## config.mk

```make
export PLATFORM = sky130hd
export DESIGN_NAME = startup_sequencer
export DESIGN_NICKNAME = d
export VERILOG_FILES = /design/src/verilog/seq_pkg.sv /design/src/verilog/ms_tick_timer.sv /design/src/verilog/ss_pin_decode.sv /design/src/verilog/startup_sequencer.sv
export SDC_FILE = /design/constraint.sdc
export NUM_CORES = 1
export LEC_CHECK = 0
export ABC_AREA = 1
export BUFFER_PORTS_ARGS = -buffer_cell sky130_fd_sc_hd__buf_2
export CORE_ASPECT_RATIO = 1.75
export CORE_UTILIZATION = 55
export CTS_BUF_LIST = sky130_fd_sc_hd__clkbuf_4
export CTS_CLUSTER_DIAMETER = 50
export DETAILED_ROUTE_END_ITERATION = 10
export GPL_ROUTABILITY_DRIVEN = 0
export GPL_TIMING_DRIVEN = 0
export PLACE_DENSITY = 0.75
export SYNTH_ARGS = -nofsm -noshare
export SYNTH_HDL_FRONTEND = slang
export SYNTH_SLANG_ARGS = --single-unit
```

## constraint.sdc

```tcl
create_clock -name core_clk -period 22.4 [get_ports core_clk]
set_clock_uncertainty 0.05 [all_clocks]
set_input_delay 5.6 -clock core_clk [delete_from_list [all_inputs] [get_ports core_clk]]
set_output_delay 5.6 -clock core_clk [all_outputs]
set_load 0.02 [all_outputs]
```

## src/verilog/seq_pkg.sv

```systemverilog
// Constants and types shared by the start-up sequencer files
package seq_pkg;
    // ****************************************************************
    // Timing
    // ****************************************************************
    localparam int CLK_MHZ = 200;
    localparam int MS_IN_US = 1000;
    localparam int MS_CYCLES = MS_IN_US * CLK_MHZ;
    localparam int US_CYCLES = CLK_MHZ;
    localparam int NVM_CHECK_MS = 5;
    localparam int NVM_CHECK_CYCLES = NVM_CHECK_MS * MS_CYCLES;
    localparam logic [7:0] MIN_DELAY_MS = 8'h02;
    // ****************************************************************
    // Soft-start pin levels and strap settings
    // ****************************************************************
    localparam logic [1:0] SS_LOW = 2'h0;
    localparam logic [1:0] SS_OPEN = 2'h1;
    localparam logic [1:0] SS_HIGH = 2'h2;
    localparam logic [1:0] SS_RES = 2'h3;
    localparam logic [7:0] STRAP_LOW_MS = 8'h02;
    localparam logic [7:0] STRAP_OPEN_MS = 8'h05;
    localparam logic [7:0] STRAP_HIGH_MS = 8'h0a;
    localparam logic [7:0] RES_DLY_A_MS = 8'h05;
    localparam logic [7:0] RES_DLY_B_MS = 8'h0a;
    localparam logic [7:0] RES_DLY_C_MS = 8'h14;
    localparam logic [4:0] RES_ROWS = 5'h1e;
    localparam logic [4:0] RES_ROWS_PER_UNDERVOLTAGE_LOCKOUT_THRESHOLD = 5'h0a;
    // Ramp time per group of three resistor rows, group 0 last (lowest byte)
    localparam logic [79:0] RES_RAMP_MS = {8'h14, 8'h0a, 8'h05, 8'h02, 8'h14,
                                           8'h0a, 8'h05, 8'h02, 8'h0a, 8'h05};
    // ****************************************************************
    // Undervoltage threshold selections
    // ****************************************************************
    localparam logic [1:0] UNDERVOLTAGE_LOCKOUT_THRESHOLD_4V5 = 2'h0;
    localparam logic [1:0] UNDERVOLTAGE_LOCKOUT_THRESHOLD_5V5 = 2'h1;
    localparam logic [1:0] UNDERVOLTAGE_LOCKOUT_THRESHOLD_7V5 = 2'h2;
    // ****************************************************************
    // Power-good defaults
    // ****************************************************************
    localparam logic [7:0] PG_HI_PCT_RST = 8'h0f;
    localparam logic [7:0] PG_LO_PCT_RST = 8'h0a;
    localparam logic [15:0] PG_DELAY_US_RST = 16'h03e8;
    localparam logic [7:0] PCT_FULL = 8'h64;
    // ****************************************************************
    // Sequencer states, Gray along the start-up path
    // ****************************************************************
    typedef enum logic [2:0] {
        ST_MEMCHK = 3'h0,
        ST_PINCHK = 3'h1,
        ST_READY = 3'h3,
        ST_DELAY = 3'h2,
        ST_RAMP = 3'h6,
        ST_ON = 3'h7
    } seq_state_t;
endpackage : seq_pkg

```

## src/verilog/ms_tick_timer.sv

```systemverilog
// Millisecond tick generator with restart for the precise delay mode
`timescale 1ns/10ps
module ms_tick_timer #(
    parameter int MS_CYCLES = seq_pkg::MS_CYCLES
) (
    input wire logic core_clk,
    input wire logic sys_rst,
    input wire logic restart,
    output logic tick
);
    typedef struct packed {
        logic [31:0] cnt;
        logic tick;
    } tmr_t;

    tmr_t r_r;
    tmr_t r_nxt;

    always_comb begin
        r_nxt = r_r;
        r_nxt.tick = 1'b0;
        if (restart) begin
            r_nxt.cnt = 32'h0;
        end else if (r_r.cnt >= 32'(MS_CYCLES - 1)) begin
            r_nxt.cnt = 32'h0;
            r_nxt.tick = 1'b1;
        end else begin
            r_nxt.cnt = r_r.cnt + 32'h1;
        end
    end

    always_ff @(posedge core_clk) begin
        if (sys_rst) begin
            r_r <= '0;
        end else begin
            r_r <= r_nxt;
        end
    end

    assign tick = r_r.tick;
endmodule : ms_tick_timer

```

## src/verilog/ss_pin_decode.sv

```systemverilog
// Decode of the soft-start pin strap level or resistor row
`timescale 1ns/10ps
module ss_pin_decode (
    input wire logic [1:0] ss_level,
    input wire logic [4:0] ss_row,
    output logic [7:0] delay_ms,
    output logic [7:0] ramp_ms,
    output logic [1:0] undervoltage_lockout_threshold_sel
);
    logic [4:0] grp;
    logic [4:0] col;

    always_comb begin
        grp = ss_row / 5'h03;
        col = ss_row - grp * 5'h03;
        delay_ms = seq_pkg::STRAP_LOW_MS;
        ramp_ms = seq_pkg::STRAP_LOW_MS;
        undervoltage_lockout_threshold_sel = seq_pkg::UNDERVOLTAGE_LOCKOUT_THRESHOLD_7V5;
        unique case (ss_level)
            seq_pkg::SS_LOW: begin
                delay_ms = seq_pkg::STRAP_LOW_MS;
                ramp_ms = seq_pkg::STRAP_LOW_MS;
            end
            seq_pkg::SS_OPEN: begin
                delay_ms = seq_pkg::STRAP_OPEN_MS;
                ramp_ms = seq_pkg::STRAP_OPEN_MS;
            end
            seq_pkg::SS_HIGH: begin
                delay_ms = seq_pkg::STRAP_HIGH_MS;
                ramp_ms = seq_pkg::STRAP_HIGH_MS;
            end
            seq_pkg::SS_RES: begin
                // Rows past the table clamp to the last row
                if (ss_row >= seq_pkg::RES_ROWS) begin
                    grp = 5'h09;
                    col = 5'h02;
                end
                delay_ms = (col == 5'h0) ? seq_pkg::RES_DLY_A_MS :
                           (col == 5'h1) ? seq_pkg::RES_DLY_B_MS : seq_pkg::RES_DLY_C_MS;
                ramp_ms = seq_pkg::RES_RAMP_MS[grp * 8 +: 8];
                undervoltage_lockout_threshold_sel = (grp * 5'h03 + col < seq_pkg::RES_ROWS_PER_UNDERVOLTAGE_LOCKOUT_THRESHOLD) ? seq_pkg::UNDERVOLTAGE_LOCKOUT_THRESHOLD_4V5 :
                           (grp * 5'h03 + col < 5'(2 * seq_pkg::RES_ROWS_PER_UNDERVOLTAGE_LOCKOUT_THRESHOLD)) ? seq_pkg::UNDERVOLTAGE_LOCKOUT_THRESHOLD_5V5 :
                           seq_pkg::UNDERVOLTAGE_LOCKOUT_THRESHOLD_7V5;
            end
        endcase
    end
endmodule : ss_pin_decode

```

## src/verilog/startup_sequencer.sv

```systemverilog
// Start-up, soft-start delay and ramp, and power-good sequencer
`timescale 1ns/10ps
module startup_sequencer #(
    parameter int MS_CYCLES = seq_pkg::MS_CYCLES,
    parameter int NVM_CHECK_CYCLES = seq_pkg::NVM_CHECK_CYCLES,
    parameter int US_CYCLES = seq_pkg::US_CYCLES
) (
    input wire logic core_clk,
    input wire logic sys_rst,
    input wire logic enable_pin,
    input wire logic restore_req,
    input wire logic nvm_valid,
    input wire logic [7:0] nvm_delay_ms,
    input wire logic [7:0] nvm_ramp_ms,
    input wire logic [1:0] ss_pin_level,
    input wire logic [4:0] ss_pin_row,
    input wire logic host_cfg_wr,
    input wire logic [7:0] host_delay_ms,
    input wire logic [7:0] host_ramp_ms,
    input wire logic [7:0] host_pg_hi_pct,
    input wire logic [7:0] host_pg_lo_pct,
    input wire logic [15:0] host_pg_delay_us,
    input wire logic precise_delay_mode,
    input wire logic [11:0] vout_target,
    input wire logic [11:0] vout_meas,
    input wire logic fault_in,
    output logic host_ready,
    output logic delay_active,
    output logic ramp_active,
    output logic [11:0] ramp_ref,
    output logic [1:0] undervoltage_lockout_threshold,
    output logic power_good_output
);
    // ****************************************************************
    // State
    // ****************************************************************
    typedef struct packed {
        seq_pkg::seq_state_t st;
        logic en_s1;
        logic en_s2;
        logic [1:0] lvl_s1;
        logic [1:0] lvl_s2;
        logic [4:0] row_s1;
        logic [4:0] row_s2;
        logic [31:0] cnt;
        logic [7:0] delay_ms;
        logic [7:0] ramp_ms;
        logic [1:0] undervoltage_lockout_threshold_sel;
        logic [7:0] pg_hi_pct;
        logic [7:0] pg_lo_pct;
        logic [15:0] pg_delay_us;
        logic [7:0] tick_cnt;
        logic [31:0] ramp_acc;
        logic [11:0] ref_v;
        logic [31:0] pg_cnt;
        logic pg;
        logic ready;
        logic delay_act;
        logic ramp_act;
    } seq_t;

    seq_t r_r;
    seq_t r_nxt;
    logic tick;
    logic tmr_restart;
    logic [7:0] pin_delay_ms;
    logic [7:0] pin_ramp_ms;
    logic [1:0] pin_undervoltage_lockout_threshold;
    logic [7:0] eff_delay;
    logic [8:0] need_ticks;
    logic [31:0] ramp_cycles;
    logic [31:0] acc_sum;
    logic [31:0] pg_total;
    logic [31:0] meas_x100;
    logic [31:0] lo_lim;
    logic [31:0] hi_lim;
    logic in_window;
    logic pg_ok;

    // ****************************************************************
    // Helpers
    // ****************************************************************
    ss_pin_decode u_ss_decode (
        .ss_level(r_r.lvl_s2),
        .ss_row(r_r.row_s2),
        .delay_ms(pin_delay_ms),
        .ramp_ms(pin_ramp_ms),
        .undervoltage_lockout_threshold_sel(pin_undervoltage_lockout_threshold)
    );

    // Precise mode restarts the tick phase on enable; otherwise the phase is free running
    assign tmr_restart = (r_r.st == seq_pkg::ST_READY) && r_r.en_s2 && precise_delay_mode;

    ms_tick_timer #(
        .MS_CYCLES(MS_CYCLES)
    ) u_ms_timer (
        .core_clk(core_clk),
        .sys_rst(sys_rst),
        .restart(tmr_restart),
        .tick(tick)
    );

    // ****************************************************************
    // Derived terms
    // ****************************************************************
    always_comb begin
        eff_delay = (r_r.delay_ms < seq_pkg::MIN_DELAY_MS) ? seq_pkg::MIN_DELAY_MS : r_r.delay_ms;
        // Free-running phase can lose up to one tick, so one is added
        need_ticks = {1'b0, eff_delay} + (precise_delay_mode ? 9'h0 : 9'h1);
        ramp_cycles = 32'(r_r.ramp_ms) * 32'(MS_CYCLES);
        acc_sum = r_r.ramp_acc + 32'(vout_target);
        pg_total = 32'(r_r.pg_delay_us) * 32'(US_CYCLES);
        meas_x100 = 32'(vout_meas) * 32'(seq_pkg::PCT_FULL);
        lo_lim = 32'(vout_target) * 32'(seq_pkg::PCT_FULL - r_r.pg_lo_pct);
        hi_lim = 32'(vout_target) * (32'(seq_pkg::PCT_FULL) + 32'(r_r.pg_hi_pct));
        in_window = (meas_x100 >= lo_lim) && (meas_x100 <= hi_lim);
        pg_ok = (r_r.st == seq_pkg::ST_ON) && in_window && !fault_in;
    end

    // ****************************************************************
    // Sequencer
    // ****************************************************************
    always_comb begin
        r_nxt = r_r;
        r_nxt.en_s1 = enable_pin;
        r_nxt.en_s2 = r_r.en_s1;
        r_nxt.lvl_s1 = ss_pin_level;
        r_nxt.lvl_s2 = r_r.lvl_s1;
        r_nxt.row_s1 = ss_pin_row;
        r_nxt.row_s2 = r_r.row_s1;
        if (r_r.ready && host_cfg_wr) begin
            r_nxt.delay_ms = host_delay_ms;
            r_nxt.ramp_ms = host_ramp_ms;
            r_nxt.pg_hi_pct = host_pg_hi_pct;
            r_nxt.pg_lo_pct = host_pg_lo_pct;
            r_nxt.pg_delay_us = host_pg_delay_us;
        end
        unique case (r_r.st)
            seq_pkg::ST_MEMCHK: begin
                // Enable and host writes have no effect here
                if (r_r.cnt >= 32'(NVM_CHECK_CYCLES - 1)) begin
                    r_nxt.st = seq_pkg::ST_PINCHK;
                    r_nxt.cnt = 32'h0;
                end else begin
                    r_nxt.cnt = r_r.cnt + 32'h1;
                end
            end
            seq_pkg::ST_PINCHK: begin
                // Stored values win over the pin; threshold comes from the pin
                r_nxt.delay_ms = nvm_valid ? nvm_delay_ms : pin_delay_ms;
                r_nxt.ramp_ms = nvm_valid ? nvm_ramp_ms : pin_ramp_ms;
                r_nxt.undervoltage_lockout_threshold_sel = pin_undervoltage_lockout_threshold;
                r_nxt.st = seq_pkg::ST_READY;
                r_nxt.ready = 1'b1;
            end
            seq_pkg::ST_READY: begin
                if (r_r.en_s2) begin
                    r_nxt.st = seq_pkg::ST_DELAY;
                    r_nxt.tick_cnt = 8'h0;
                    r_nxt.delay_act = 1'b1;
                end
            end
            seq_pkg::ST_DELAY: begin
                if (tick) begin
                    r_nxt.tick_cnt = r_r.tick_cnt + 8'h1;
                    if ({1'b0, r_r.tick_cnt} + 9'h1 >= need_ticks) begin
                        r_nxt.delay_act = 1'b0;
                        r_nxt.ramp_acc = 32'h0;
                        if (r_r.ramp_ms == 8'h0) begin
                            r_nxt.st = seq_pkg::ST_ON;
                            r_nxt.ref_v = vout_target;
                        end else begin
                            r_nxt.st = seq_pkg::ST_RAMP;
                            r_nxt.ramp_act = 1'b1;
                        end
                    end
                end
            end
            seq_pkg::ST_RAMP: begin
                // One step at most per cycle since the ramp span exceeds the target code
                if (r_r.ref_v >= vout_target) begin
                    r_nxt.st = seq_pkg::ST_ON;
                    r_nxt.ramp_act = 1'b0;
                end else if (acc_sum >= ramp_cycles) begin
                    r_nxt.ramp_acc = acc_sum - ramp_cycles;
                    r_nxt.ref_v = r_r.ref_v + 12'h1;
                end else begin
                    r_nxt.ramp_acc = acc_sum;
                end
            end
            seq_pkg::ST_ON: begin
                r_nxt.ref_v = vout_target;
            end
            default: begin
                r_nxt.st = seq_pkg::ST_MEMCHK;
            end
        endcase
        if (r_r.st != seq_pkg::ST_MEMCHK && r_r.st != seq_pkg::ST_PINCHK
            && r_r.st != seq_pkg::ST_READY && !r_r.en_s2) begin
            r_nxt.st = seq_pkg::ST_READY;
            r_nxt.ref_v = 12'h0;
            r_nxt.delay_act = 1'b0;
            r_nxt.ramp_act = 1'b0;
        end
        // Power-good: drop at once, rise only after the full delay
        if (!pg_ok) begin
            r_nxt.pg = 1'b0;
            r_nxt.pg_cnt = 32'h0;
        end else if (!r_r.pg) begin
            if (r_r.pg_cnt + 32'h1 >= pg_total) begin
                r_nxt.pg = 1'b1;
            end else begin
                r_nxt.pg_cnt = r_r.pg_cnt + 32'h1;
            end
        end
        if (restore_req) begin
            r_nxt.st = seq_pkg::ST_MEMCHK;
            r_nxt.cnt = 32'h0;
            r_nxt.ready = 1'b0;
            r_nxt.ref_v = 12'h0;
            r_nxt.delay_act = 1'b0;
            r_nxt.ramp_act = 1'b0;
            r_nxt.pg = 1'b0;
            r_nxt.pg_cnt = 32'h0;
        end
    end

    always_ff @(posedge core_clk) begin
        if (sys_rst) begin
            r_r <= '0;
            r_r.st <= seq_pkg::ST_MEMCHK;
            r_r.pg_hi_pct <= seq_pkg::PG_HI_PCT_RST;
            r_r.pg_lo_pct <= seq_pkg::PG_LO_PCT_RST;
            r_r.pg_delay_us <= seq_pkg::PG_DELAY_US_RST;
            r_r.undervoltage_lockout_threshold_sel <= seq_pkg::UNDERVOLTAGE_LOCKOUT_THRESHOLD_7V5;
        end else begin
            r_r <= r_nxt;
        end
    end

    assign host_ready = r_r.ready;
    assign delay_active = r_r.delay_act;
    assign ramp_active = r_r.ramp_act;
    assign ramp_ref = r_r.ref_v;
    assign undervoltage_lockout_threshold = r_r.undervoltage_lockout_threshold_sel;
    assign power_good_output = r_r.pg;

    // ****************************************************************
    // Assertions
    // ****************************************************************
    property p_memchk_len;
        @(posedge core_clk) disable iff (sys_rst)
        (r_r.st == seq_pkg::ST_PINCHK && $past(r_r.st) == seq_pkg::ST_MEMCHK) |-> $past(r_r.cnt) == 32'(NVM_CHECK_CYCLES - 1);
    endproperty
    a_memchk_len: assert property (p_memchk_len) else $error("memory check left early");

    property p_pin_then_ready;
        @(posedge core_clk) disable iff (sys_rst)
        (r_r.st == seq_pkg::ST_PINCHK && !restore_req) |=> (r_r.st == seq_pkg::ST_READY) && r_r.ready;
    endproperty
    a_pin_then_ready: assert property (p_pin_then_ready) else $error("pin load not followed by ready");

    property p_no_write_in_check;
        @(posedge core_clk) disable iff (sys_rst)
        (r_r.st == seq_pkg::ST_MEMCHK) |=> $stable(r_r.pg_delay_us) && $stable(r_r.pg_hi_pct);
    endproperty
    a_no_write_in_check: assert property (p_no_write_in_check) else $error("host write taken during check");

    property p_check_ignores_en;
        @(posedge core_clk) disable iff (sys_rst)
        (r_r.st == seq_pkg::ST_MEMCHK) |=> (r_r.st == seq_pkg::ST_MEMCHK || r_r.st == seq_pkg::ST_PINCHK) && !r_r.ready;
    endproperty
    a_check_ignores_en: assert property (p_check_ignores_en) else $error("enable acted during check");

    property p_restore;
        @(posedge core_clk) disable iff (sys_rst)
        restore_req |=> (r_r.st == seq_pkg::ST_MEMCHK) && (r_r.cnt == 32'h0) && !r_r.pg && (r_r.ref_v == 12'h0);
    endproperty
    a_restore: assert property (p_restore) else $error("restore did not restart check");

    property p_min_delay;
        @(posedge core_clk) disable iff (sys_rst)
        ($past(r_r.st) == seq_pkg::ST_DELAY && r_r.st != seq_pkg::ST_DELAY && r_r.st != seq_pkg::ST_READY
         && r_r.st != seq_pkg::ST_MEMCHK) |-> ({1'b0, $past(r_r.tick_cnt)} + 9'h1 >= {1'b0, seq_pkg::MIN_DELAY_MS});
    endproperty
    a_min_delay: assert property (p_min_delay) else $error("delay shorter than minimum");

    property p_monotonic;
        @(posedge core_clk) disable iff (sys_rst)
        (r_r.st == seq_pkg::ST_RAMP && r_r.en_s2 && !restore_req) |=> r_r.ref_v >= $past(r_r.ref_v);
    endproperty
    a_monotonic: assert property (p_monotonic) else $error("ramp not monotonic");

    property p_no_ramp;
        @(posedge core_clk) disable iff (sys_rst)
        (r_r.st == seq_pkg::ST_ON && $past(r_r.st) == seq_pkg::ST_DELAY) |-> $past(r_r.ramp_ms) == 8'h0;
    endproperty
    a_no_ramp: assert property (p_no_ramp) else $error("ramp skipped with nonzero ramp time");

    property p_pg_cause;
        @(posedge core_clk) disable iff (sys_rst)
        r_r.pg |-> $past(pg_ok);
    endproperty
    a_pg_cause: assert property (p_pg_cause) else $error("power-good without valid conditions");

    property p_pg_delay;
        @(posedge core_clk) disable iff (sys_rst)
        $rose(r_r.pg) |-> ($past(r_r.pg_cnt) + 32'h1 >= $past(pg_total));
    endproperty
    a_pg_delay: assert property (p_pg_delay) else $error("power-good rose before delay");

    property p_pg_drop;
        @(posedge core_clk) disable iff (sys_rst)
        (r_r.pg && !pg_ok) |=> !r_r.pg;
    endproperty
    a_pg_drop: assert property (p_pg_drop) else $error("power-good held after violation");

    property p_pin_frozen;
        @(posedge core_clk) disable iff (sys_rst)
        (r_r.ready && !restore_req) |=> $stable(r_r.undervoltage_lockout_threshold_sel);
    endproperty
    a_pin_frozen: assert property (p_pin_frozen) else $error("pin setting changed after load");

    c_reach_on: cover property (@(posedge core_clk) disable iff (sys_rst) r_r.st == seq_pkg::ST_ON);
    c_pg_rise: cover property (@(posedge core_clk) disable iff (sys_rst) $rose(r_r.pg));
    c_restore_on: cover property (@(posedge core_clk) disable iff (sys_rst) restore_req && r_r.st == seq_pkg::ST_ON);
endmodule : startup_sequencer
```

## Word level (Yosys, flattened, before mapping)

Index checks and enable logic that the tools add are counted.

| cells by class | value |
|---|---|
| $add $sub $neg | 13 |
| multiply operators | 7 |
| div/mod/pow operators | 1 |
| order comparisons | 12 |
| equal/unequal tests | 26 |
| shift-type cells | 1 |
| multiplexer cells | 46 |
| bitwise gates (word level) | 4 |
| reductions and logical operators | 33 |

Operators by type and width:

| cell | number |
|---|---|
| $add A32 B1 Y32 const B | 3 |
| $mux W44 | 2 |
| $shiftx A80 B9 Y8 const A | 1 |
| $mux W32 | 2 |
| $pmux W32 S2 | 1 |
| $pmux W8 S4 | 2 |
| $mux W52 | 1 |
| $mux W8 | 5 |
| $pmux W12 S3 | 1 |
| $add A32 B12 Y32 | 1 |
| $ge A19 B32 Y1 | 1 |
| $ge A32 B18 Y1 const B | 1 |
| $ge A32 B20 Y1 const B | 1 |
| $ge A32 B24 Y1 | 1 |
| $ge A32 B26 Y1 | 1 |
| $sub A32 B26 Y32 | 1 |
| $mux W5 | 5 |
| $mux W12 | 2 |
| $mul A13 B9 Y22 | 1 |
| $le A19 B21 Y1 | 1 |
| $mul A12 B9 Y21 | 1 |
| $mul A16 B5 Y21 const B | 1 |
| $mul A8 B12 Y20 const B | 1 |
| $mux W18 | 1 |
| other kinds (51) | 105 |

| word-level totals | value |
|---|---|
| flip-flop bits (word level) | 222 |
| input bits | 103 |
| output and inout port bits | 18 |
| logic and storage cells | 168 |

## Depth between registers and ports, before layout

Gate-level depths: netlist of the first run.

| depth | value |
|---|---|
| depth after elaboration | 11 |
| gate-level depth with buffers | 42 |
| gate-level depth less buffers | 41 |

## By module

Synthesis of the first run repeated with hierarchy kept, for this count alone.

| unflattened totals | value |
|---|---|
| cells, all modules | 3761 |
| area, all modules | 27273.7 um^2 |

By module, submodules not included:

| module | times used | cells an instance | area each (um^2) | sequential area each (um^2) |
|---|---|---|---|---|
| startup_sequencer | 1 | 3431 | 24718.7 | 3783.6 |
| ms_tick_timer | 1 | 154 | 1327.5 | 660.6 |
| ss_pin_decode | 1 | 176 | 1227.4 | 0.0 |

## Least setup slack after synthesis of the first run

Ideal clock, no wire load.

| timing | value |
|---|---|
| path type | input to register |
| start point | input port vout_target[3] |
| end point | register r_r[28] in the netlist's numbering |
| setup time | 0.128 ns |
| arrival time | 11.356 ns |
| required time | 22.222 ns |
| slack | 10.866 ns |
| cell stages on the path | 33 |
| buffers on the path | 3 |
| cell sequence | clkbuf_1 -> inv_1 -> clkbuf_1 -> nor2_1 -> fa_1 -> inv_1 -> fa_1 -> inv_1 -> fa_1 -> fa_1 -> inv_1 -> fa_1 -> inv_1 -> ha_1 -> a21oi_1 -> o21ai_1 -> a21oi_1 -> o21ai_1 -> xnor2_1 -> ha_1 -> a21oi_1 -> o21ai_0 -> a21oi_1 -> nand2_1 -> nand3_1 -> nand2_1 -> nand2_1 -> nand2_1 -> nand2_1 -> nor2_1 -> nand3_1 -> clkbuf_1 -> nor2_1 |

| between the ends | value |
|---|---|
| longest elaborated chain between the ends | 7 |
| elaborated cells on any way between the ends | 9 |
| classes of those cells | 2 x mul; 2 x order compare; 1 x bitwise; 4 x reduce/logical |

Ends and longest elaborated chain:

| element | RTL line | source |
|---|---|---|
| from (decl) | startup_sequencer.sv:24 | `input wire logic [11:0] vout_target,` |
| $mul A13 B9 Y22 or $mul A12 B9 Y21 (tied branches) | startup_sequencer.sv:114, startup_sequencer.sv:115 |  |
| $ge A19 B32 Y1 or $le A19 B21 Y1 (tied branches) | startup_sequencer.sv:116 | `in_window = (meas_x100 >= lo_lim) && (meas_x100 <= hi_lim);` |
| $logic_and A1 B1 Y1 * | startup_sequencer.sv:116 |  |
| $logic_and A1 B1 Y1 * (2 in series) | startup_sequencer.sv:117 | `pg_ok = (r_r.st == seq_pkg::ST_ON) && in_window && !fault_in;` |
| $not A1 Y1 (no source line) * | - |  |
| $reduce_or A3 Y1 (no source line) * | - |  |
| to (signal assigned) | startup_sequencer.sv:237 | `r_r <= r_nxt;` |
| to (decl) | startup_sequencer.sv:62 | `seq_t r_r;` |

Every way passes the cells marked *; elsewhere a longest branch is shown, timed or not.
A chain may end at the register's enable or synchronous reset.

## Final worst setup path of the first run

| timing | value |
|---|---|
| start point | input port vout_target[0] |
| end point | register r_r[11] in the netlist's numbering |

Same word-level chain as after synthesis.

==> impl_metrics.ini, run 1 <==
[yosys]
yosysWarnings = 0
synth.area.top_cells = ha_1 (18%), dfxtp_1 (17%), fa_1 (13%), nand2_1 (11%), inv_1 (9.1%)
synth.most_common_cell = nand2_1
synth_cell_types = 62
synth_ff_type = dfxtp_1
synth_commonest_cells = nand2_1 (776), inv_1 (646), ha_1 (381)
synth.top_cell.area_share_pct = 17.9
syn-instance-count = 3718
ys_ff_latch = 222
postSynthAreaPerCell_um2 = 7.16
synth_edf_count = 0
syn-cell-area_um2 = 26600
yosysSeqAreaShare_pct = 16.7
synth_async_sr_flop_share_pct = 0
synth_top_cell_by_area = ha_1

[clock_network]
cts_buffers = 56
cts_num_sinks = 222
cts_buffer_depth = 3
path_clk_slew_ns = 0.08
h-tree-depth = 2
root_buffer = clkbuf_4
cts_tree = yes
post_cts.repair.setup_buffers = 0
clk_latency_ns = 0.76
holdBufCountCts = 0
ctsResizeCount = 0

[floorplan]
die_h_um = 293
design.core.area_um2 = 47700
fp.dieW_um = 168
dieArea_um2 = 49300
start_util_pct = 55.7
pin_count = 121
rows = 106

[routing]
ant_nets = 0
drt-pass1-iter-count = 5
num_vias = 24600
drt_iter0_markers = 1064
wire_per_inst_um = 15.8
drt_wl_total_mm = 71.8
route.detailed.drc = 0
via_per_inst = 5.40

[sta]
timing.setup.tns_ns = 0
fmax_mhz = 81.5
worst_pin_slew_ns = 1.09
slew_headroom_pct = 26.7
slew_viol_final = 0
fin_crit_ns = 12.27
hold_viol = 0
final-setup-viol-count = 0
timing.hold.ws_ns = 0.346
finalCritPeriodShare_pct = 54.8
rsz0062_at_grt = no

[cells_and_area]
nNetsFinal = 4569
drive_gt1_share_pct = 8.76
finalNonFillerCells = 4547
areaGrowthSynthToFinish_pct = 7.97
post-route-util_pct = 60.2

[min_path]
hp-class = reg2reg

[power_and_ir_drop]
p_total_mw = 1.45
leakage_nw = 14.7
powerDensity_nw_per_um2 = 50.3
ir_drop_mv = 0.0338

[worst_setup_path]
cpMostUsedCell = nand2_1
required_ns = 23.02
slowest_delay_ns = 0.55
crit_arrival_ns = 12.90
cp-start-kind = primary input
critical-path-slowest-cell = clkinv_1
cp-end-kind = register
criticalPathCategory = in2reg
worstPathMaxFanout = 10

[grt]
grt_pass1_wl_mm = 115
overflow = 0
antenna_found_initial = 2
grt_max_degree = 17
track_usage_pct = 29.4
grt_pass1_vias = 24300

[placement]
port_buffers = 119
dp_hpwl_mm = 59.9
dp.cells = 4444

[flow_run]
drv_cap = 0

[run_status]
status = complete, no violations
[critical path: cells and delay by family]
family,cells,cell delay (ns)
AOI/OAI and AO/OA,6,1.08
xor gates and xnor gates,1,0.15
adders and majority gates,7,3.16
buffers and inverters,7,1.62
and+or+nand+nor,11,1.23
[cells in the final DEF (no fill, tap or decap), drive strengths merged, types with 39 or more instances in the layout]
| cell type | instances |
|---|---|
| nand3 | 139 |
| buf | 147 |
| inv | 666 |
| ha | 381 |
| nor3 | 60 |
| a21oi | 263 |
| xnor2 | 53 |
| dfxtp | 222 |
| nand4 | 45 |
| nor2 | 379 |
| o21ai | 139 |
| o211ai | 39 |
| clkbuf | 135 |
| nand2 | 796 |
| xor2 | 111 |
| fa | 177 |
[metal layers]
metal | global-route usage [%] | vias up | share of wire (%) | wire length [um]
met5 | 0 | - | 0.015 | 11
met4 | 23.9 | 2 | 8.8 | 6290
met3 | 3.65 | 324 | 4.4 | 3130
met2 | 55.9 | 690 | 52 | 37400
met1 | 28.0 | 11300 | 35 | 24900
li1 | - | 12200 | - | -
[per-stage QoR]
| stage | setup slack [ns] | instance area (um^2) |
|---|---|---|
| after global routing | 9.72 | 28700 |
| after detailed placement | 9.39 | 28000 |
| after CTS | 10.19 | 28700 |
| final | 10.13 | 28700 |
| after global placement | 9.33 | 28000 |
| after floorplan | 10.87 | 26700 |
[cell type report]
| cell class | instances | area, um^2 |
|---|---|---|
| tap | 594 | 743 |
| buffer | 96 | 484 |
| clock buffer | 67 | 503 |
| multi-input combinational | 2741 | 19200 |
| clock inverter | 35 | 228 |
| sequential | 222 | 4440 |
| inverter | 672 | 2520 |
| timing repair buffer | 119 | 596 |
| antenna | 1 | 2.50 |
| fill | 4630 | 19000 |
[kinds of logic after synthesis]
kind of cell,Yosys count,share of synthesized area (%)
flops,222,16.7
buf+inv,768,11.3
fa+ha+maj,558,31.2
xor+xnor,164,5.40
compound gates,516,11.3
simple gates,1489,24.0
other cells,1,0.0141
[power by group]
group,switching (mW),internal (mW)
combinational,0.418,0.268
clock,0.182,0.179
sequential,0.00148,0.397
[flip-flops by register name, indices dropped and copies added, names as in the netlist, 2 cells and up]
| signal | flops |
|---|---|
| r_r | 163 |
| undervoltage_lockout_threshold | 2 |
| r_nxt | 8 |
| u_ms_timer.r_r | 32 |
| ramp_ref | 12 |
[worst paths after layout]
path	start	slack [ns]	depth (start not counted)	endpoint
worst max register to register	r_r[104]$_SDFFE_PP0P_	13.97	37	r_r[11]$_SDFFE_PP0P_
worst min register to register	r_nxt[174]$_SDFF_PP0_	0.35	2	r_r[174]$_SDFF_PP0_
worst min-delay path	r_nxt[174]$_SDFF_PP0_	0.35	2	r_r[174]$_SDFF_PP0_
worst max-delay path	vout_target[0]	10.13	32	r_r[11]$_SDFFE_PP0P_
No activity file was read; power rests on OpenSTA's default activity.
==> inputs of run 2 (changes only) <==
--- a/config.mk
+++ b/config.mk
@@ -14,7 +14,7 @@
 export DETAILED_ROUTE_END_ITERATION = 10
 export GPL_ROUTABILITY_DRIVEN = 0
 export GPL_TIMING_DRIVEN = 0
-export PLACE_DENSITY = 0.75
+export PLACE_DENSITY = 0.78
 export SYNTH_ARGS = -nofsm -noshare
 export SYNTH_HDL_FRONTEND = slang
 export SYNTH_SLANG_ARGS = --single-unit
==> constraint.sdc (replaced) <==
create_clock -name core_clk -period 10.3 [get_ports core_clk]
set_clock_uncertainty 0.05 [all_clocks]
set_input_delay 2.575 -clock core_clk [delete_from_list [all_inputs] [get_ports core_clk]]
set_output_delay 2.575 -clock core_clk [all_outputs]
set_load 0.02 [all_outputs]
==> run 2 against run 1 <==
Die area stayed put; setup slack got worse by 9.0 ns; flip-flop and latch count unchanged; critical path type unchanged; largest cell class unchanged; highest routed layer unchanged.
==> impl_metrics.ini, run 2 (same netlist as run 1, synthesis figures left out) <==
[run_status]
status = complete, no violations

[worst_setup_path]
reg2reg_setup_slack_ns = 1.87
r2r-start = r_r[104]$_SDFFE_PP0P_
worstPathMaxFanout = 10
critical-path-slowest-cell = clkinv_1
cp-endpoint = r_r[16]$_SDFFE_PP0P_
cp-end-kind = register
crit_arrival_ns = 9.85
r2r_end = r_r[16]$_SDFFE_PP0P_
r2r_cells = 37
slowest_delay_ns = 0.56
critical-path-top-delay-family = adder cells
crit_buf_inv = 7
crit_cells = 32
cp-startpoint = vout_target[0]
criticalPathCategory = in2reg
cpMostUsedCell = nand2_1
required_ns = 10.93
cp-start-kind = primary input

[routing]
drt_wl_total_mm = 71.4
drt_iter0_markers = 1119
wire_per_inst_um = 15.8
route.detailed.drc = 0
via_per_inst = 5.41
ant_nets = 0
drt-pass1-iter-count = 5
num_vias = 24500

[clock_network]
clk_latency_ns = 0.78
h-tree-depth = 2
cts_buffers = 54
root_buffer = clkbuf_4
cts_buffer_depth = 3
holdBufCountCts = 0
post_cts.repair.setup_buffers = 0
path_clk_slew_ns = 0.07
cts_tree = yes
ctsResizeCount = 0
cts_num_sinks = 222

[grt]
antenna_found_initial = 4
overflow = 0
grt_max_degree = 17
grt_pass1_vias = 24700
grt_pass1_wl_mm = 116
track_usage_pct = 29.5

[sta]
finalCritPeriodShare_pct = 89.5
worst_pin_slew_ns = 1.08
timing.setup.tns_ns = 0
hold_viol = 0
fin_crit_ns = 9.22
slew_viol_final = 0
final-setup-viol-count = 0
fmax_mhz = 108
rsz0062_at_grt = no
slew_headroom_pct = 28.3

[floorplan]
die_h_um = 293
pin_count = 121
rows = 106
start_util_pct = 55.7
design.core.area_um2 = 47700
fp.dieW_um = 168
dieArea_um2 = 49300

[cells_and_area]
drive_gt1_share_pct = 8.69
largest_register_ffs = 163
nNetsFinal = 4567
fin_area_um2 = 28600
final_common_cell = nand2_1
regMostFlops = r_r
multi_input_area_um2 = 19200
final_cell_mix = nand2_1 (776), inv_1 (646), ha_1 (381)
fillers = 4508
finalNonFillerCells = 4530
seqCellArea_um2 = 4440
areaGrowthSynthToFinish_pct = 7.57

[min_path]
min-delay-start = r_nxt[180]$_SDFF_PP0_
hp-class = reg2reg

[placement]
dpl_cell_area_um2 = 28000
dp.cells = 4444
dp_hpwl_mm = 59.5
port_buffers = 119

[power_and_ir_drop]
powerDensity_nw_per_um2 = 107
leakage_nw = 14.7
ir_drop_mv = 0.0795

[flow_run]
drv_cap = 0
## run 2: cell types whose count changed in the layout (fill, tap and decap cells not counted), sizes merged
| cell | previous run | this run |
|---|---|---|
| inv | 666 | 665 |
| clkbuf | 135 | 139 |
| bufinv | 3 | 1 |
| clkinv | 37 | 18 |
| diode | 1 | 2 |
## run 2: power by group
part           internal (mW)  total [mW]  switching (mW)
combinational          0.581        1.48           0.897
clock                  0.342       0.716           0.374
sequential             0.864       0.868         0.00336
total                   1.79        3.06            1.27
## run 2: how the worst min path moves through the flow
| stage | cells past startpoint | end |
|---|---|---|
| after detailed placement | 2 | r_r[171]$_SDFF_PP0_ |
| after global routing | 2 | r_r[173]$_SDFF_PP0_ |
| after floorplan | 2 | r_r[170]$_SDFF_PP0_ |
| after global placement | 2 | r_r[180]$_SDFF_PP0_ |
| after CTS | 2 | r_r[180]$_SDFF_PP0_ |
| final | 2 | r_r[180]$_SDFF_PP0_ |
## run 2: layout make-up
type	instances	share of cell area [%]
Tap cell	594	2.60
Timing Repair Buffer	119	2.08
Sequential cell	222	15.5
Buffer	96	1.69
Clock inverter	13	0.310
Multi-Input combinational cell	2741	67.1
Antenna cell	2	0.0175
Inverter	672	8.81
Clock buffer	71	1.86
## run 2: worst reg2reg max path, delay by kind of cell (launching register included)
family | cells | cell delay [ns]
buffers and inverters | 7 | 1.01
adder cells (fa/ha/maj) | 8 | 3.35
XOR/XNOR | 1 | 0.17
AND/OR/NAND/NOR | 14 | 1.49
AO/OA/AOI/OAI | 7 | 1.87
flip-flops | 1 | 0.43
## run 2: stage by stage
stage | util [%] | total power, mW | setup WS (ns) | hold WS, ns
2_1_floorplan | - | 2.00 | 1.79 | 0.338
3_3_place_gp | 58.6 | 2.31 | 0.446 | 0.340
3_5_place_dp | 58.6 | 2.36 | 0.316 | 0.344
4_1_cts | 59.9 | 3.08 | 1.10 | 0.352
5_1_grt | 59.9 | 3.36 | 0.546 | 0.370
6_report | 59.9 | 3.06 | 1.08 | 0.348
## run 2: routing by layer
metal | part of all wire [%] | GRT usage [%] | vias to the layer above | wire, um
met2 | 52 | 56.1 | 738 | 37200
met1 | 34 | 27.7 | 11200 | 24500
li1 | - | - | 12200 | -
met4 | 8.6 | 23.3 | 4 | 6120
met5 | 0.042 | 0 | - | 30
met3 | 5.0 | 4.57 | 317 | 3540
==> inputs of run 3 (changes only) <==
--- a/config.mk
+++ b/config.mk
@@ -14,7 +14,7 @@
 export DETAILED_ROUTE_END_ITERATION = 10
 export GPL_ROUTABILITY_DRIVEN = 0
 export GPL_TIMING_DRIVEN = 0
-export PLACE_DENSITY = 0.78
+export PLACE_DENSITY = 0.86
 export SYNTH_ARGS = -nofsm -noshare
 export SYNTH_HDL_FRONTEND = slang
 export SYNTH_SLANG_ARGS = --single-unit
==> run 3 against run 2 <==
Final cell count grew 0.13%; critical path depth is the same; count of clock-buffer cells in the layout is the same; worst hold slack gained 0.011 ns; utilization is the same; wire length grew 2.8%; critical path type unchanged; register-to-register slack lost 0.07 ns; combinational power is essentially flat; highest routed layer unchanged.
==> impl_metrics.ini, run 3 (same netlist as run 1, synthesis figures left out) <==
[power_and_ir_drop]
powerDensity_nw_per_um2 = 107
p_total_mw = 3.06
leakage_nw = 14.7
ir_drop_mv = 0.102

[clock_network]
clk_latency_ns = 0.74
cts_num_sinks = 222
holdBufCountCts = 0
path_clk_slew_ns = 0.07
cts_tree = yes
root_buffer = clkbuf_4
h-tree-depth = 2
post_cts.repair.setup_buffers = 0
ctsResizeCount = 0
cts_buffer_depth = 3
cts_buffers = 53

[floorplan]
design.core.area_um2 = 47700
start_util_pct = 55.7
rows = 106
pin_count = 121
die_h_um = 293
fp.dieW_um = 168
dieArea_um2 = 49300

[worst_setup_path]
critical-path-slowest-cell = clkinv_1
reg2reg_setup_slack_ns = 1.80
required_ns = 10.90
cp-end-kind = register
criticalPathCategory = in2reg
critical-path-top-delay-family = adder cells
slowest_delay_ns = 0.55
crit_arrival_ns = 9.77
crit_buf_inv = 7
cp-start-kind = primary input
cpMostUsedCell = nand2_1
r2r_cells = 37
r2r-start = r_r[104]$_SDFFE_PP0P_
worstPathMaxFanout = 10
r2r_end = r_r[26]$_SDFFE_PP0P_

[cells_and_area]
post-route-util_pct = 59.9
fin_area_um2 = 28600
fillers = 4266
final_common_cell = nand2_1
drive_gt1_share_pct = 8.78
finalNonFillerCells = 4536
multi_input_area_um2 = 19200
nNetsFinal = 4566
largest_register_ffs = 163
seqCellArea_um2 = 4440
regMostFlops = r_r
areaGrowthSynthToFinish_pct = 7.57
final_cell_mix = nand2_1 (776), inv_1 (646), ha_1 (381)

[sta]
slew_viol_final = 0
rsz0062_at_grt = no
finalCritPeriodShare_pct = 89.0
setup_ws_ns = 1.14
fin_crit_ns = 9.16
timing.hold.ws_ns = 0.359
final-setup-viol-count = 0
hold_viol = 0
worst_pin_slew_ns = 1.09
fmax_mhz = 109
timing.setup.tns_ns = 0
slew_headroom_pct = 27.1

[min_path]
min-delay-start = r_nxt[181]$_SDFF_PP0_
min_delay_path_depth = 2
hp-class = reg2reg
hold_path_end = r_r[181]$_SDFF_PP0_

[routing]
route.detailed.drc = 0
drt_wl_total_mm = 73.5
drt_iter0_markers = 1275
wire_per_inst_um = 16.2
num_vias = 25200
drt-pass1-iter-count = 9
via_per_inst = 5.56
ant_nets = 0

[grt]
overflow = 0
grt_max_degree = 16
grt_pass1_wl_mm = 120
grt_pass1_vias = 25700
track_usage_pct = 30.5
antenna_found_initial = 4

[placement]
dpl_cell_area_um2 = 28000
dp_hpwl_mm = 59.8
port_buffers = 119
dp.cells = 4444
post-place-ws_ns = 0.447

[flow_run]
drv_cap = 0

[run_status]
status = complete, no violations
-- run 3: cell count changes in the layout (fill, tap and decap cells not counted), sizes merged --
cell / delta
clkinvlp: -1
clkinv: +8
bufinv: -1
-- run 3: worst reg2reg max path, delay by kind of cell, from the launching register on --
family / cells / cell delay (ns)
adder cells (fa/ha/maj): 8 / 3.37
AO/OA/AOI/OAI: 7 / 1.90
AND/OR/NAND/NOR: 14 / 1.46
buffers and inverters: 7 / 1.03
flip-flops: 1 / 0.44
XOR/XNOR: 1 / 0.16
-- run 3: final cells by class --
type                            count  share of cell area [%]
Clock inverter                     19                   0.310
Sequential cell                   222                    15.5
Timing Repair Buffer              119                    2.08
Buffer                             96                    1.69
Tap cell                          594                    2.60
Clock buffer                       71                    1.86
Antenna cell                        2                  0.0175
Multi-Input combinational cell   2741                    67.1
Inverter                          672                    8.81
-- run 3: worst max-delay path by stage --
stage | from | to | slack (ns) | cells past startpoint
finish | vout_target[0] | r_r[26]$_SDFFE_PP0P_ | 1.14 | 32
global placement | vout_target[0] | power_good_output$_SDFF_PP0_ | 0.58 | 32
CTS | vout_target[0] | r_r[26]$_SDFFE_PP0P_ | 1.24 | 32
global route | vout_target[0] | r_r[12]$_SDFFE_PP0P_ | 0.75 | 32
floorplan | vout_target[3] | r_r[28]$_SDFFE_PP0P_ | 1.79 | 33
detailed placement | vout_target[0] | r_r[25]$_SDFFE_PP0P_ | 0.45 | 32
-- run 3: report_power, final --
group          switching (mW)  internal, mW
Combinational           0.904         0.582
Clock                   0.386         0.322
Sequential            0.00347         0.864
Total                    1.29          1.77
-- run 3: layer usage --
layer	track usage [%]	up-vias	share of wire [%]
met5	0	-	0.046
met4	24.9	6	8.8
met3	6.21	420	6.8
met2	57.1	985	51
met1	28.2	11600	33
li1	-	12200	-
